File: src/ppc_pkg.sv
package ppc_pkg;
  localparam logic [4:0] PPC_ADDR_P2_DIR  = 5'h01;
  localparam logic [4:0] PPC_ADDR_P2_DATA = 5'h03;
  localparam logic [4:0] PPC_ADDR_CTRL    = 5'h14;
  localparam logic [4:0] PPC_ADDR_P5_DATA = 5'h15;
  localparam logic [4:0] PPC_ADDR_P6_DIR  = 5'h16;
  localparam logic [4:0] PPC_ADDR_P6_DATA = 5'h17;
  localparam logic [31:0] PPC_EXT_MAP     = 32'h010000d4;
  localparam int PPC_CTRL_INT1  = 0;
  localparam int PPC_CTRL_INT2  = 1;
  localparam int PPC_CTRL_WAIT  = 2;
  localparam int PPC_CTRL_STOP  = 3;
  localparam int PPC_CTRL_RAM   = 6;
  localparam int PPC_CTRL_STBY  = 7;
  localparam logic [7:0] PPC_CTRL_WMASK = 8'hcf;
  localparam logic [7:0] PPC_CTRL_RST   = 8'h4c;
  localparam logic [1:0] PPC_P2_DIR_RST = 2'h0;
  localparam logic [7:0] PPC_P6_DIR_RST = 8'h00;
  localparam logic [7:0] PPC_P2_DIR_RD  = 8'hfc;
  localparam logic [7:0] PPC_BYTE_ZERO  = 8'h00;
  typedef struct packed {
    logic       int1_n;
    logic       int2_n;
    logic       mem_wait_n;
    logic       stop_n;
  } ppc_p5_func_t;
  typedef struct packed {
    logic       ext_int1_pin_enable;
    logic       ext_int2_pin_enable;
    logic       mem_wait_pin_enable;
    logic       stop_pin_enable;
    logic       internal_ram_enable;
    logic       standby_supply_flag;
  } ppc_ctrl_t;
endpackage

File: src/ppc_pin_port.sv
`timescale 1ns/1ps
`default_nettype none
module ppc_pin_port
  import ppc_pkg::*;
#(
  parameter int WIDTH = 8
) (
  input  wire logic             mclk,
  input  wire logic             rst_n,
  input  wire logic             wr_en,
  input  wire logic [WIDTH-1:0] wr_data,
  input  wire logic [WIDTH-1:0] dir,
  input  wire logic [WIDTH-1:0] pin_in,
  output logic      [WIDTH-1:0] pin_out,
  output logic      [WIDTH-1:0] pin_oe,
  output logic      [WIDTH-1:0] rd_data
);
  logic [WIDTH-1:0] latch_reg;
  // latch has no documented reset; zero keeps simulation defined
  always_ff @(posedge mclk or negedge rst_n) begin
    if (!rst_n) begin
      latch_reg <= '0;
    end else if (wr_en) begin
      latch_reg <= wr_data;
    end
  end
  genvar i;
  generate
    for (i = 0; i < WIDTH; i++) begin : g_bit
      assign rd_data[i] = dir[i] ? latch_reg[i] : pin_in[i];
    end
  endgenerate
  assign pin_out = latch_reg;
  assign pin_oe  = dir;
endmodule
`default_nettype wire

File: src/ppc_top.sv
`timescale 1ns/1ps
`default_nettype none
module ppc_top
  import ppc_pkg::*;
(
  input  wire logic       mclk,
  input  wire logic       rst_n,
  input  wire logic [4:0] addr,
  input  wire logic       sel,
  input  wire logic       rd,
  input  wire logic       wr,
  input  wire logic [7:0] wdata,
  output logic      [7:0] rdata,
  output logic            internal_hit,
  output logic            ext_pass,
  input  wire logic [7:0] p2_in,
  output logic      [7:0] p2_out,
  output logic      [7:0] p2_oe,
  input  wire logic [7:0] p2_func_own,
  input  wire logic [7:0] p2_func_oe,
  input  wire logic [7:0] p2_func_out,
  input  wire logic [7:0] p5_in,
  output ppc_p5_func_t    p5_func,
  output logic            wake_int1_ok,
  output logic            wake_int2_ok,
  input  wire logic [7:0] p6_in,
  output logic      [7:0] p6_out,
  output logic      [7:0] p6_oe,
  input  wire logic       supply_lost,
  output ppc_ctrl_t       ctrl,
  output logic            clk_stretch
);
  logic [1:0] p2_dir_reg;
  logic [7:0] p6_dir_reg;
  logic [7:0] ctrl_reg;
  logic [7:0] rdata_reg;
  logic [7:0] p2_dir;
  logic [7:0] p2_rd;
  logic [7:0] p6_rd;
  logic [7:0] p2_lat;
  logic [7:0] p2_lat_oe;
  logic       acc;
  logic       is_ext;
  logic       wr_p2_dir;
  logic       wr_p2;
  logic       wr_ctrl;
  logic       wr_p6_dir;
  logic       wr_p6;

  assign acc       = sel && (rd || wr);
  assign is_ext    = PPC_EXT_MAP[addr];
  assign internal_hit = acc && !is_ext;
  assign ext_pass  = acc && is_ext;
  assign wr_p2_dir = sel && wr && (addr == PPC_ADDR_P2_DIR);
  assign wr_p2     = sel && wr && (addr == PPC_ADDR_P2_DATA);
  assign wr_ctrl   = sel && wr && (addr == PPC_ADDR_CTRL);
  assign wr_p6_dir = sel && wr && (addr == PPC_ADDR_P6_DIR);
  assign wr_p6     = sel && wr && (addr == PPC_ADDR_P6_DATA);

  always_ff @(posedge mclk or negedge rst_n) begin
    if (!rst_n) begin
      p2_dir_reg <= PPC_P2_DIR_RST;
    end else if (wr_p2_dir) begin
      p2_dir_reg <= wdata[1:0];
    end
  end

  always_ff @(posedge mclk or negedge rst_n) begin
    if (!rst_n) begin
      p6_dir_reg <= PPC_P6_DIR_RST;
    end else if (wr_p6_dir) begin
      p6_dir_reg <= wdata;
    end
  end

  // supply loss clear wins over a simultaneous software write
  always_ff @(posedge mclk or negedge rst_n) begin
    if (!rst_n) begin
      ctrl_reg <= PPC_CTRL_RST;
    end else begin
      if (wr_ctrl) begin
        ctrl_reg <= wdata & PPC_CTRL_WMASK;
      end
      if (supply_lost) begin
        ctrl_reg[PPC_CTRL_STBY] <= 1'b0;
      end
    end
  end

  genvar i;
  generate
    for (i = 0; i < 8; i++) begin : g_p2
      if (i == 0) begin : g_b0
        assign p2_dir[i] = p2_dir_reg[0];
        assign p2_oe[i]  = p2_lat_oe[i];
        assign p2_out[i] = p2_lat[i];
      end else begin : g_bn
        assign p2_dir[i] = p2_dir_reg[1];
        assign p2_oe[i]  = p2_func_own[i] ? p2_func_oe[i] : p2_lat_oe[i];
        assign p2_out[i] = p2_func_own[i] ? p2_func_out[i] : p2_lat[i];
      end
    end
  endgenerate

  ppc_pin_port #(.WIDTH(8)) u_p2 (
    .mclk    (mclk),
    .rst_n   (rst_n),
    .wr_en   (wr_p2),
    .wr_data (wdata),
    .dir     (p2_dir),
    .pin_in  (p2_in),
    .pin_out (p2_lat),
    .pin_oe  (p2_lat_oe),
    .rd_data (p2_rd)
  );

  ppc_pin_port #(.WIDTH(8)) u_p6 (
    .mclk    (mclk),
    .rst_n   (rst_n),
    .wr_en   (wr_p6),
    .wr_data (wdata),
    .dir     (p6_dir_reg),
    .pin_in  (p6_in),
    .pin_out (p6_out),
    .pin_oe  (p6_oe),
    .rd_data (p6_rd)
  );

  // read data registered; direction registers and unmapped read zero
  always_ff @(posedge mclk or negedge rst_n) begin
    if (!rst_n) begin
      rdata_reg <= PPC_BYTE_ZERO;
    end else if (sel && rd) begin
      unique case (addr)
        PPC_ADDR_P2_DATA: rdata_reg <= p2_rd;
        PPC_ADDR_CTRL:    rdata_reg <= ctrl_reg;
        PPC_ADDR_P5_DATA: rdata_reg <= p5_in;
        PPC_ADDR_P6_DATA: rdata_reg <= p6_rd;
        default:          rdata_reg <= PPC_BYTE_ZERO;
      endcase
    end
  end
  assign rdata = rdata_reg;

  // port 5 function paths, idle high when disabled
  assign p5_func.int1_n = ctrl_reg[PPC_CTRL_INT1] ? p5_in[0] : 1'b1;
  assign p5_func.int2_n = ctrl_reg[PPC_CTRL_INT2] ? p5_in[1] : 1'b1;
  assign p5_func.mem_wait_n = ctrl_reg[PPC_CTRL_WAIT] ? p5_in[2] : 1'b1;
  assign p5_func.stop_n = ctrl_reg[PPC_CTRL_STOP] ? p5_in[3] : 1'b1;
  assign wake_int1_ok = ctrl_reg[PPC_CTRL_INT1];
  assign wake_int2_ok = ctrl_reg[PPC_CTRL_INT2];
  // stretch is asserted while the enabled wait input is low and no internal register is accessed
  assign clk_stretch = ctrl_reg[PPC_CTRL_WAIT] && !p5_in[2] && !internal_hit;

  assign ctrl.ext_int1_pin_enable = ctrl_reg[PPC_CTRL_INT1];
  assign ctrl.ext_int2_pin_enable = ctrl_reg[PPC_CTRL_INT2];
  assign ctrl.mem_wait_pin_enable = ctrl_reg[PPC_CTRL_WAIT];
  assign ctrl.stop_pin_enable     = ctrl_reg[PPC_CTRL_STOP];
  assign ctrl.internal_ram_enable = ctrl_reg[PPC_CTRL_RAM];
  assign ctrl.standby_supply_flag = ctrl_reg[PPC_CTRL_STBY];

  // expected read-back of an i/o port, rebuilt per bit for the checks
  logic [7:0] p2_mix;
  logic [7:0] p6_mix;
  assign p2_mix = (p2_in & ~p2_dir) | (p2_lat & p2_dir);
  assign p6_mix = (p6_in & ~p6_dir_reg) | (p6_out & p6_dir_reg);
endmodule
`default_nettype wire

File: config.mk
export PLATFORM = sky130hd
export DESIGN_NAME = ppc_top
export DESIGN_NICKNAME = d
export VERILOG_FILES = /design/src/ppc_pkg.sv /design/src/ppc_pin_port.sv /design/src/ppc_top.sv
export SDC_FILE = /design/constraint.sdc
export NUM_CORES = 1
export LEC_CHECK = 0
export BUFFER_PORTS_ARGS = -buffer_cell sky130_fd_sc_hd__buf_2
export CORE_MARGIN = 10
export CORE_UTILIZATION = 35
export CTS_BUF_LIST = sky130_fd_sc_hd__clkbuf_4 sky130_fd_sc_hd__clkbuf_8
export DETAILED_ROUTE_END_ITERATION = 10
export MAX_ROUTING_LAYER = met4
export PLACE_DENSITY = 0.66
export SYNTH_ARGS = -nofsm -noshare
export SYNTH_HDL_FRONTEND = slang
export SYNTH_SLANG_ARGS = --single-unit
File: constraint.sdc
create_clock -name mclk -period 1.7 [get_ports mclk]
set_input_delay 0 -clock mclk [delete_from_list [all_inputs] [get_ports mclk]]
set_output_delay 0 -clock mclk [all_outputs]
set_load 0.05 [all_outputs]
==> flow_metrics.py, run 1 <==
metrics = {
    "status": {
        "status": "completed",
    },
    "cells_and_area": {
        "drive_gt1_share_pct": 65.9,
        "n_antenna_cell": 0,
        "final_nets": 391,
        "fin_area_sq_um": 3150,
        "area_delta_synth_final_pct": 39.0,
    },
    "route": {
        "wl_microns": 7200,
        "wl_met3_microns": 568,
        "wl_met1_microns": 3250,
        "dr_wl_met2_microns": 3280,
        "antenna_left": 0,
        "drt_iter0_drc": 33,
        "drt_pass1_iterations": 3,
        "detail_route.wl_per_cell_microns": 18.0,
        "via_per_inst": 4.99,
        "route.vias.total": 1994,
        "top_layer": "met4",
        "drc": 0,
    },
    "die": {
        "num_io_pins": 122,
        "start_util_pct": 35.9,
        "die_w_microns": 101,
        "dieArea_sq_um": 10100,
        "core_area_sq_um": 6310,
        "rows": 29,
        "die_h_microns": 101,
    },
    "critical_path": {
        "critical_path_peak_fanout": 4,
        "reg2reg_to": "rdata[2]$_DFFE_PN0P_",
        "crit_required_ns": 1.90,
        "cp_cell_sequence": "or3b_2 -> a21oi_1 -> a221oi_1 -> o21ai_0",
        "path_class": "flop to flop",
        "reg2reg_depth": 4,
        "r2r_slack_ns": 0.23,
        "start_kind": "flop",
        "slowest_delay_ns": 0.57,
        "r2r_start": "ctrl_reg[2]$_DFFE_PN1P_",
        "crit_arrival_ns": 1.68,
        "cp_slowest_cell": "dfstp_2",
        "endpoint_kind": "flop",
    },
    "placement": {
        "placed_area_sq_um": 3000,
        "post-place-ws_ns": 0.0852,
        "dp_hpwl_microns": 5730,
        "io_buffers": 118,
        "gp_congestion": 0.802,
    },
    "logic_synthesis": {
        "synth.top_cell.area_share_pct": 40.8,
        "synthDistinctLibCells": 27,
        "syn_area_per_cell_sq_um": 12.0,
        "synth-edff-count": 0,
        "yosysWarnings": 0,
        "syn_nets": 256,
        "syn-cell-area_sq_um": 2270,
        "syn_inst": 189,
        "synth_common_cells": "mux2_2 (58), dfrtp_1 (37), nand2_1 (12)",
        "synth_ff_type": "dfrtp_1",
        "ys_seq_elements": 40,
        "synth_area_leaders": "dfrtp_1 (41%), mux2_2 (29%), dfstp_2 (3.5%)",
        "async_reset_ff_share_pct": 100,
        "yosysSeqAreaShare_pct": 44.3,
        "synth_area_leader_cell": "dfrtp_1",
        "synth.most_common_cell": "mux2_2",
    },
    "sta": {
        "period_minus_slack_ns": 1.47,
        "tightest_slew_ns": 0.809,
        "layout_setup_ws_ns": 0.227,
        "setup_viol": 0,
        "final-hold-violation-count": 0,
        "fmax_mhz": 679,
        "slew-limit-headroom_pct": 46.1,
        "finClkSkew_ns": 0.00501,
        "rsz0062_at_grt": "false",
        "fin_crit_sh_pct": 86.7,
        "tns_ns": 0,
        "slew_violations": 0,
    },
    "global_route": {
        "grt_max_degree": 36,
        "antenna_found_initial": 0,
        "grt_usage_pct": 14.4,
        "grt_pass1_wl_microns": 11400,
        "grt.overflow.total": 0,
        "grt_pass1_vias": 2271,
    },
    "worst_hold_path": {
        "min_from": "wdata[7]",
        "worst_hold_path.endpoint": "u_p2.pin_out[7]$_DFFE_PN0P_",
        "hold_depth": 2,
        "holdCritPathClass": "primary input to flop",
    },
    "cts": {
        "insertion_delay_ns": 0.28,
        "cts_inserted_buffers": 5,
        "clk_path_buf_depth": 2,
        "clk_pin_slew_ns": 0.07,
        "htree_levels": 2,
        "cts_tree": "built",
        "clkSinkCount": 40,
        "clock-root-buffer": "clkbuf_8",
    },
    "run": {
        "drv_cap": 0,
    },
    "power": {
        "p_leak_uw": 0.00158,
        "ir_worst_vdd_mv": 0.502,
        "power_density_nw_per_um2": 882,
    },
}
-- kinds of logic after synthesis --
kind of cell | count (synthesis) | share of synthesized area, %
flip-flops | 40 | 44.3
multiplexers | 62 | 30.6
AND/OR/NAND/NOR | 49 | 14.6
AO/OA/AOI/OAI | 27 | 7.67
buffers and inverters | 11 | 2.87
-- critical path: cells and delay by family (launching register included) --
family	cells	cell delay, ns
simple gates	1	0.44
compound gates	3	0.39
flops	1	0.57
-- how the worst max path moves through the flow --
stage | endpoint | startpoint | depth (start not counted) | slack [ns]
2_1_floorplan | clk_stretch | ctrl_reg[2]$_DFFE_PN1P_ | 2 | 0.06
3_3_place_gp | rdata[4]$_DFFE_PN0P_ | p2_dir_reg[1]$_DFFE_PN0P_ | 5 | 0.07
3_5_place_dp | rdata[5]$_DFFE_PN0P_ | p2_dir_reg[1]$_DFFE_PN0P_ | 5 | 0.09
4_1_cts | rdata[5]$_DFFE_PN0P_ | p2_dir_reg[1]$_DFFE_PN0P_ | 5 | 0.07
5_1_grt | rdata[2]$_DFFE_PN0P_ | ctrl_reg[2]$_DFFE_PN1P_ | 4 | 0.08
6_report | rdata[2]$_DFFE_PN0P_ | ctrl_reg[2]$_DFFE_PN1P_ | 4 | 0.23
-- cell usage in the layout (no fill, tap or decap), drive strengths merged --
| cell | n |
|---|---|
| mux2i | 3 |
| a21bo | 1 |
| a211oi | 1 |
| buf | 131 |
| nand3b | 7 |
| dfrtp | 37 |
| o21ai | 9 |
| nor3 | 6 |
| clkbuf | 6 |
| mux2 | 59 |
| a21oi | 7 |
| a221oi | 8 |
| or3b | 6 |
| dlygate4sd3 | 8 |
| nand2b | 6 |
| a31oi | 1 |
| nor2 | 7 |
| nand2 | 12 |
| dfstp | 3 |
| and4bb | 1 |
| nor4 | 2 |
| or3 | 2 |
-- where the power goes --
group          internal [uW]  switching (uW)
logic                    344             692
registers               1060            88.2
clock network            290             307
-- timing repair --
item,CTS,global route
gates resized for setup,0,1
hold buffers,8,0
setup buffers,0,0
endpoints found under the hold margin,48,0
endpoints found under the setup margin,0,5
-- final cells by class --
class                      count  area (sq um)
fill                         596          3160
tap                           77          96.3
clock buffer                   6          76.3
multi-input combinational    138          1210
timing repair buffer         139           768
sequential                    40          1010
-- routing by layer --
layer | global-route usage (%) | vias up
met3 | 5.01 | 8
li1 | - | 966
met1 | 16.9 | 936
met2 | 23.0 | 84
met4 | 4.02 | 0
met5 | - | -
-- through the flow --
stage	utilization [%]	hold WS [ns]	std cells	power [uW]
after detailed placement	47.4	0.141	386	2200
after global placement	47.4	0.133	386	2180
after floorplan	-	-0.296	189	1900
after global routing	49.9	0.00506	400	2920
after CTS	49.9	0.00117	400	2810
final	49.9	0.0127	400	2780
Note: power is estimated with default switching activity, not from simulation.
==> run 2: changes to the inputs <==
- clock period: 1.7 -> 1.57 ns (I/O delays scaled with it)
==> run 2 against run 1 <==
Effect of this change: non-clock buffer count grew 6; critical path type unchanged; largest cell class unchanged; clock skew shrank 0.00071 ns; via count grew 2.8%; highest routed layer unchanged; sequential power grew 8%.
==> flow_metrics.py, run 2 (synthesis gave the netlist of run 1 again) <==
metrics = {
    "power": {
        "power_density_nw_per_um2": 1010,
        "p_leak_uw": 0.00163,
        "switching_share_pct": 36.4,
        "comb_power_share_pct": 34.5,
        "ir_worst_vdd_mv": 0.544,
        "clkPwrFrac_pct": 27.8,
        "internal_power_uw": 2090,
        "p_sw_uw": 1200,
        "seq_power_share_pct": 37.7,
    },
    "die": {
        "dieArea_sq_um": 10100,
        "die_w_microns": 101,
        "core_area_sq_um": 6310,
        "die_h_microns": 101,
        "rows": 29,
        "num_io_pins": 122,
        "start_util_pct": 35.9,
    },
    "cells_and_area": {
        "multi_input_area_sq_um": 1210,
        "fin_util_pct": 51.6,
        "area_delta_synth_final_pct": 43.5,
        "drive_gt1_share_pct": 66.5,
        "layout_commonest_cell": "buf_2",
        "n_antenna_cell": 0,
        "final_nets": 397,
        "final_cell_mix": "buf_2 (118), mux2_2 (58), dfrtp_1 (36)",
        "seq_area_sq_um": 1010,
        "nFillCells": 591,
    },
    "cts": {
        "cts_inserted_buffers": 5,
        "clk_pin_slew_ns": 0.08,
        "insertion_delay_ns": 0.28,
        "clock-root-buffer": "clkbuf_8",
        "clk_path_buf_depth": 2,
        "post_cts_buffers": 0,
        "clkSinkCount": 40,
        "cts_tree": "built",
        "htree_levels": 2,
    },
    "route": {
        "via_per_inst": 5.02,
        "drt_iter0_drc": 55,
        "drc": 0,
        "drt_pass1_iterations": 4,
        "detail_route.wl_per_cell_microns": 17.6,
        "wl_microns": 7190,
        "route.vias.total": 2050,
        "antenna_left": 0,
    },
    "worst_hold_path": {
        "hold_depth": 2,
        "holdCritPathClass": "primary input to flop",
    },
    "global_route": {
        "grt_pass1_wl_microns": 11200,
        "grt.overflow.total": 0,
        "grt_max_degree": 41,
        "grt_usage_pct": 14.3,
        "antenna_found_initial": 0,
        "grt_pass1_vias": 2233,
    },
    "critical_path": {
        "crit_arrival_ns": 1.66,
        "cp_slowest_cell": "dfstp_2",
        "endpoint_kind": "flop",
        "critical_path_peak_fanout": 4,
        "slowest_delay_ns": 0.56,
        "path_class": "flop to flop",
        "reg2reg_depth": 4,
        "cp_cell_sequence": "or3b_2 -> a21oi_1 -> a221oi_1 -> o21ai_0",
        "crit_required_ns": 1.78,
        "start_kind": "flop",
    },
    "sta": {
        "fin_crit_sh_pct": 92.8,
        "slew_violations": 0,
        "tightest_slew_ns": 0.655,
        "finClkSkew_ns": 0.00431,
        "rsz0062_at_grt": "false",
        "period_minus_slack_ns": 1.46,
        "slew-limit-headroom_pct": 56.2,
        "tns_ns": 0,
        "fmax_mhz": 686,
        "final-hold-violation-count": 0,
        "setup_viol": 0,
    },
    "placement": {
        "dp_hpwl_microns": 5800,
        "gp_congestion": 0.811,
        "io_buffers": 118,
    },
    "status": {
        "status": "completed",
    },
    "run": {
        "drv_cap": 0,
    },
}
[run 2: final timing paths]
path                                               from                           to  slack [ns]
worst min register to register     rdata[2]$_DFFE_PN0P_         rdata[2]$_DFFE_PN0P_        0.48
min in group asynchronous                         rst_n  u_p6.pin_out[4]$_DFFE_PN0P_        0.31
worst min-delay path                           wdata[1]    p6_dir_reg[1]$_DFFE_PN0P_        0.02
worst max register to register  ctrl_reg[2]$_DFFE_PN1P_         rdata[2]$_DFFE_PN0P_        0.11
max in group asynchronous                         rst_n    p2_dir_reg[1]$_DFFE_PN0P_        0.88
worst max-delay path            ctrl_reg[2]$_DFFE_PN1P_         rdata[2]$_DFFE_PN0P_        0.11
[run 2: metal layers]
layer / part of all wire, % / up-vias / routed length, microns / track usage (%)
li1: - / 984 / - / -
met1: 43 / 979 / 3060 / 16.4
met2: 48 / 85 / 3440 / 23.2
met3: 9.2 / 2 / 660 / 5.42
met4: 0.42 / 0 / 30 / 3.04
met5: 0 / - / 0 / -
[run 2: through the flow]
stage               setup WS [ns]  instance area [sq um]  power (uW)  hold slack, ns  instances
finish                      0.113                   3260        3290          0.0173        408
CTS                       0.00197                   3250        3330         0.00260        408
floorplan                  0.0110                   2280        2060          -0.296        189
global placement           0.0668                   3040        2370          0.0916        391
detailed placement         0.0158                   3040        2390          0.0939        391
global route              0.00364                   3260        3440          0.0190        408
[run 2: power groups by stage]
stage / Combinational, uW / Sequential (uW) / Clock, uW
after floorplan: 569 / 1500 / 0
after detailed placement: 1130 / 1260 / 0
after global placement: 1120 / 1250 / 0
after global routing: 1200 / 1260 / 978
after CTS: 1150 / 1240 / 943
final: 1140 / 1240 / 913
[run 2: final cells by class]
class,instances,share of cell area [%]
Multi-Input combinational cell,138,37.2
Sequential cell,40,30.9
Tap cell,77,2.96
Clock buffer,7,2.96
Timing Repair Buffer,145,25.1
Clock inverter,1,0.922
[run 2: repair_timing]
item / 4_1_cts / 5_1_grt
setup endpoints to repair: 0 / 8
endpoints found under the hold margin: 64 / 0
gates resized for setup: 0 / 2
hold buffers: 9 / 0
[run 2: worst max-delay path: cells and delay by family, from the launching register on]
family | cells | cell delay [ns]
flops | 1 | 0.56
simple gates | 1 | 0.44
compound gates | 3 | 0.39
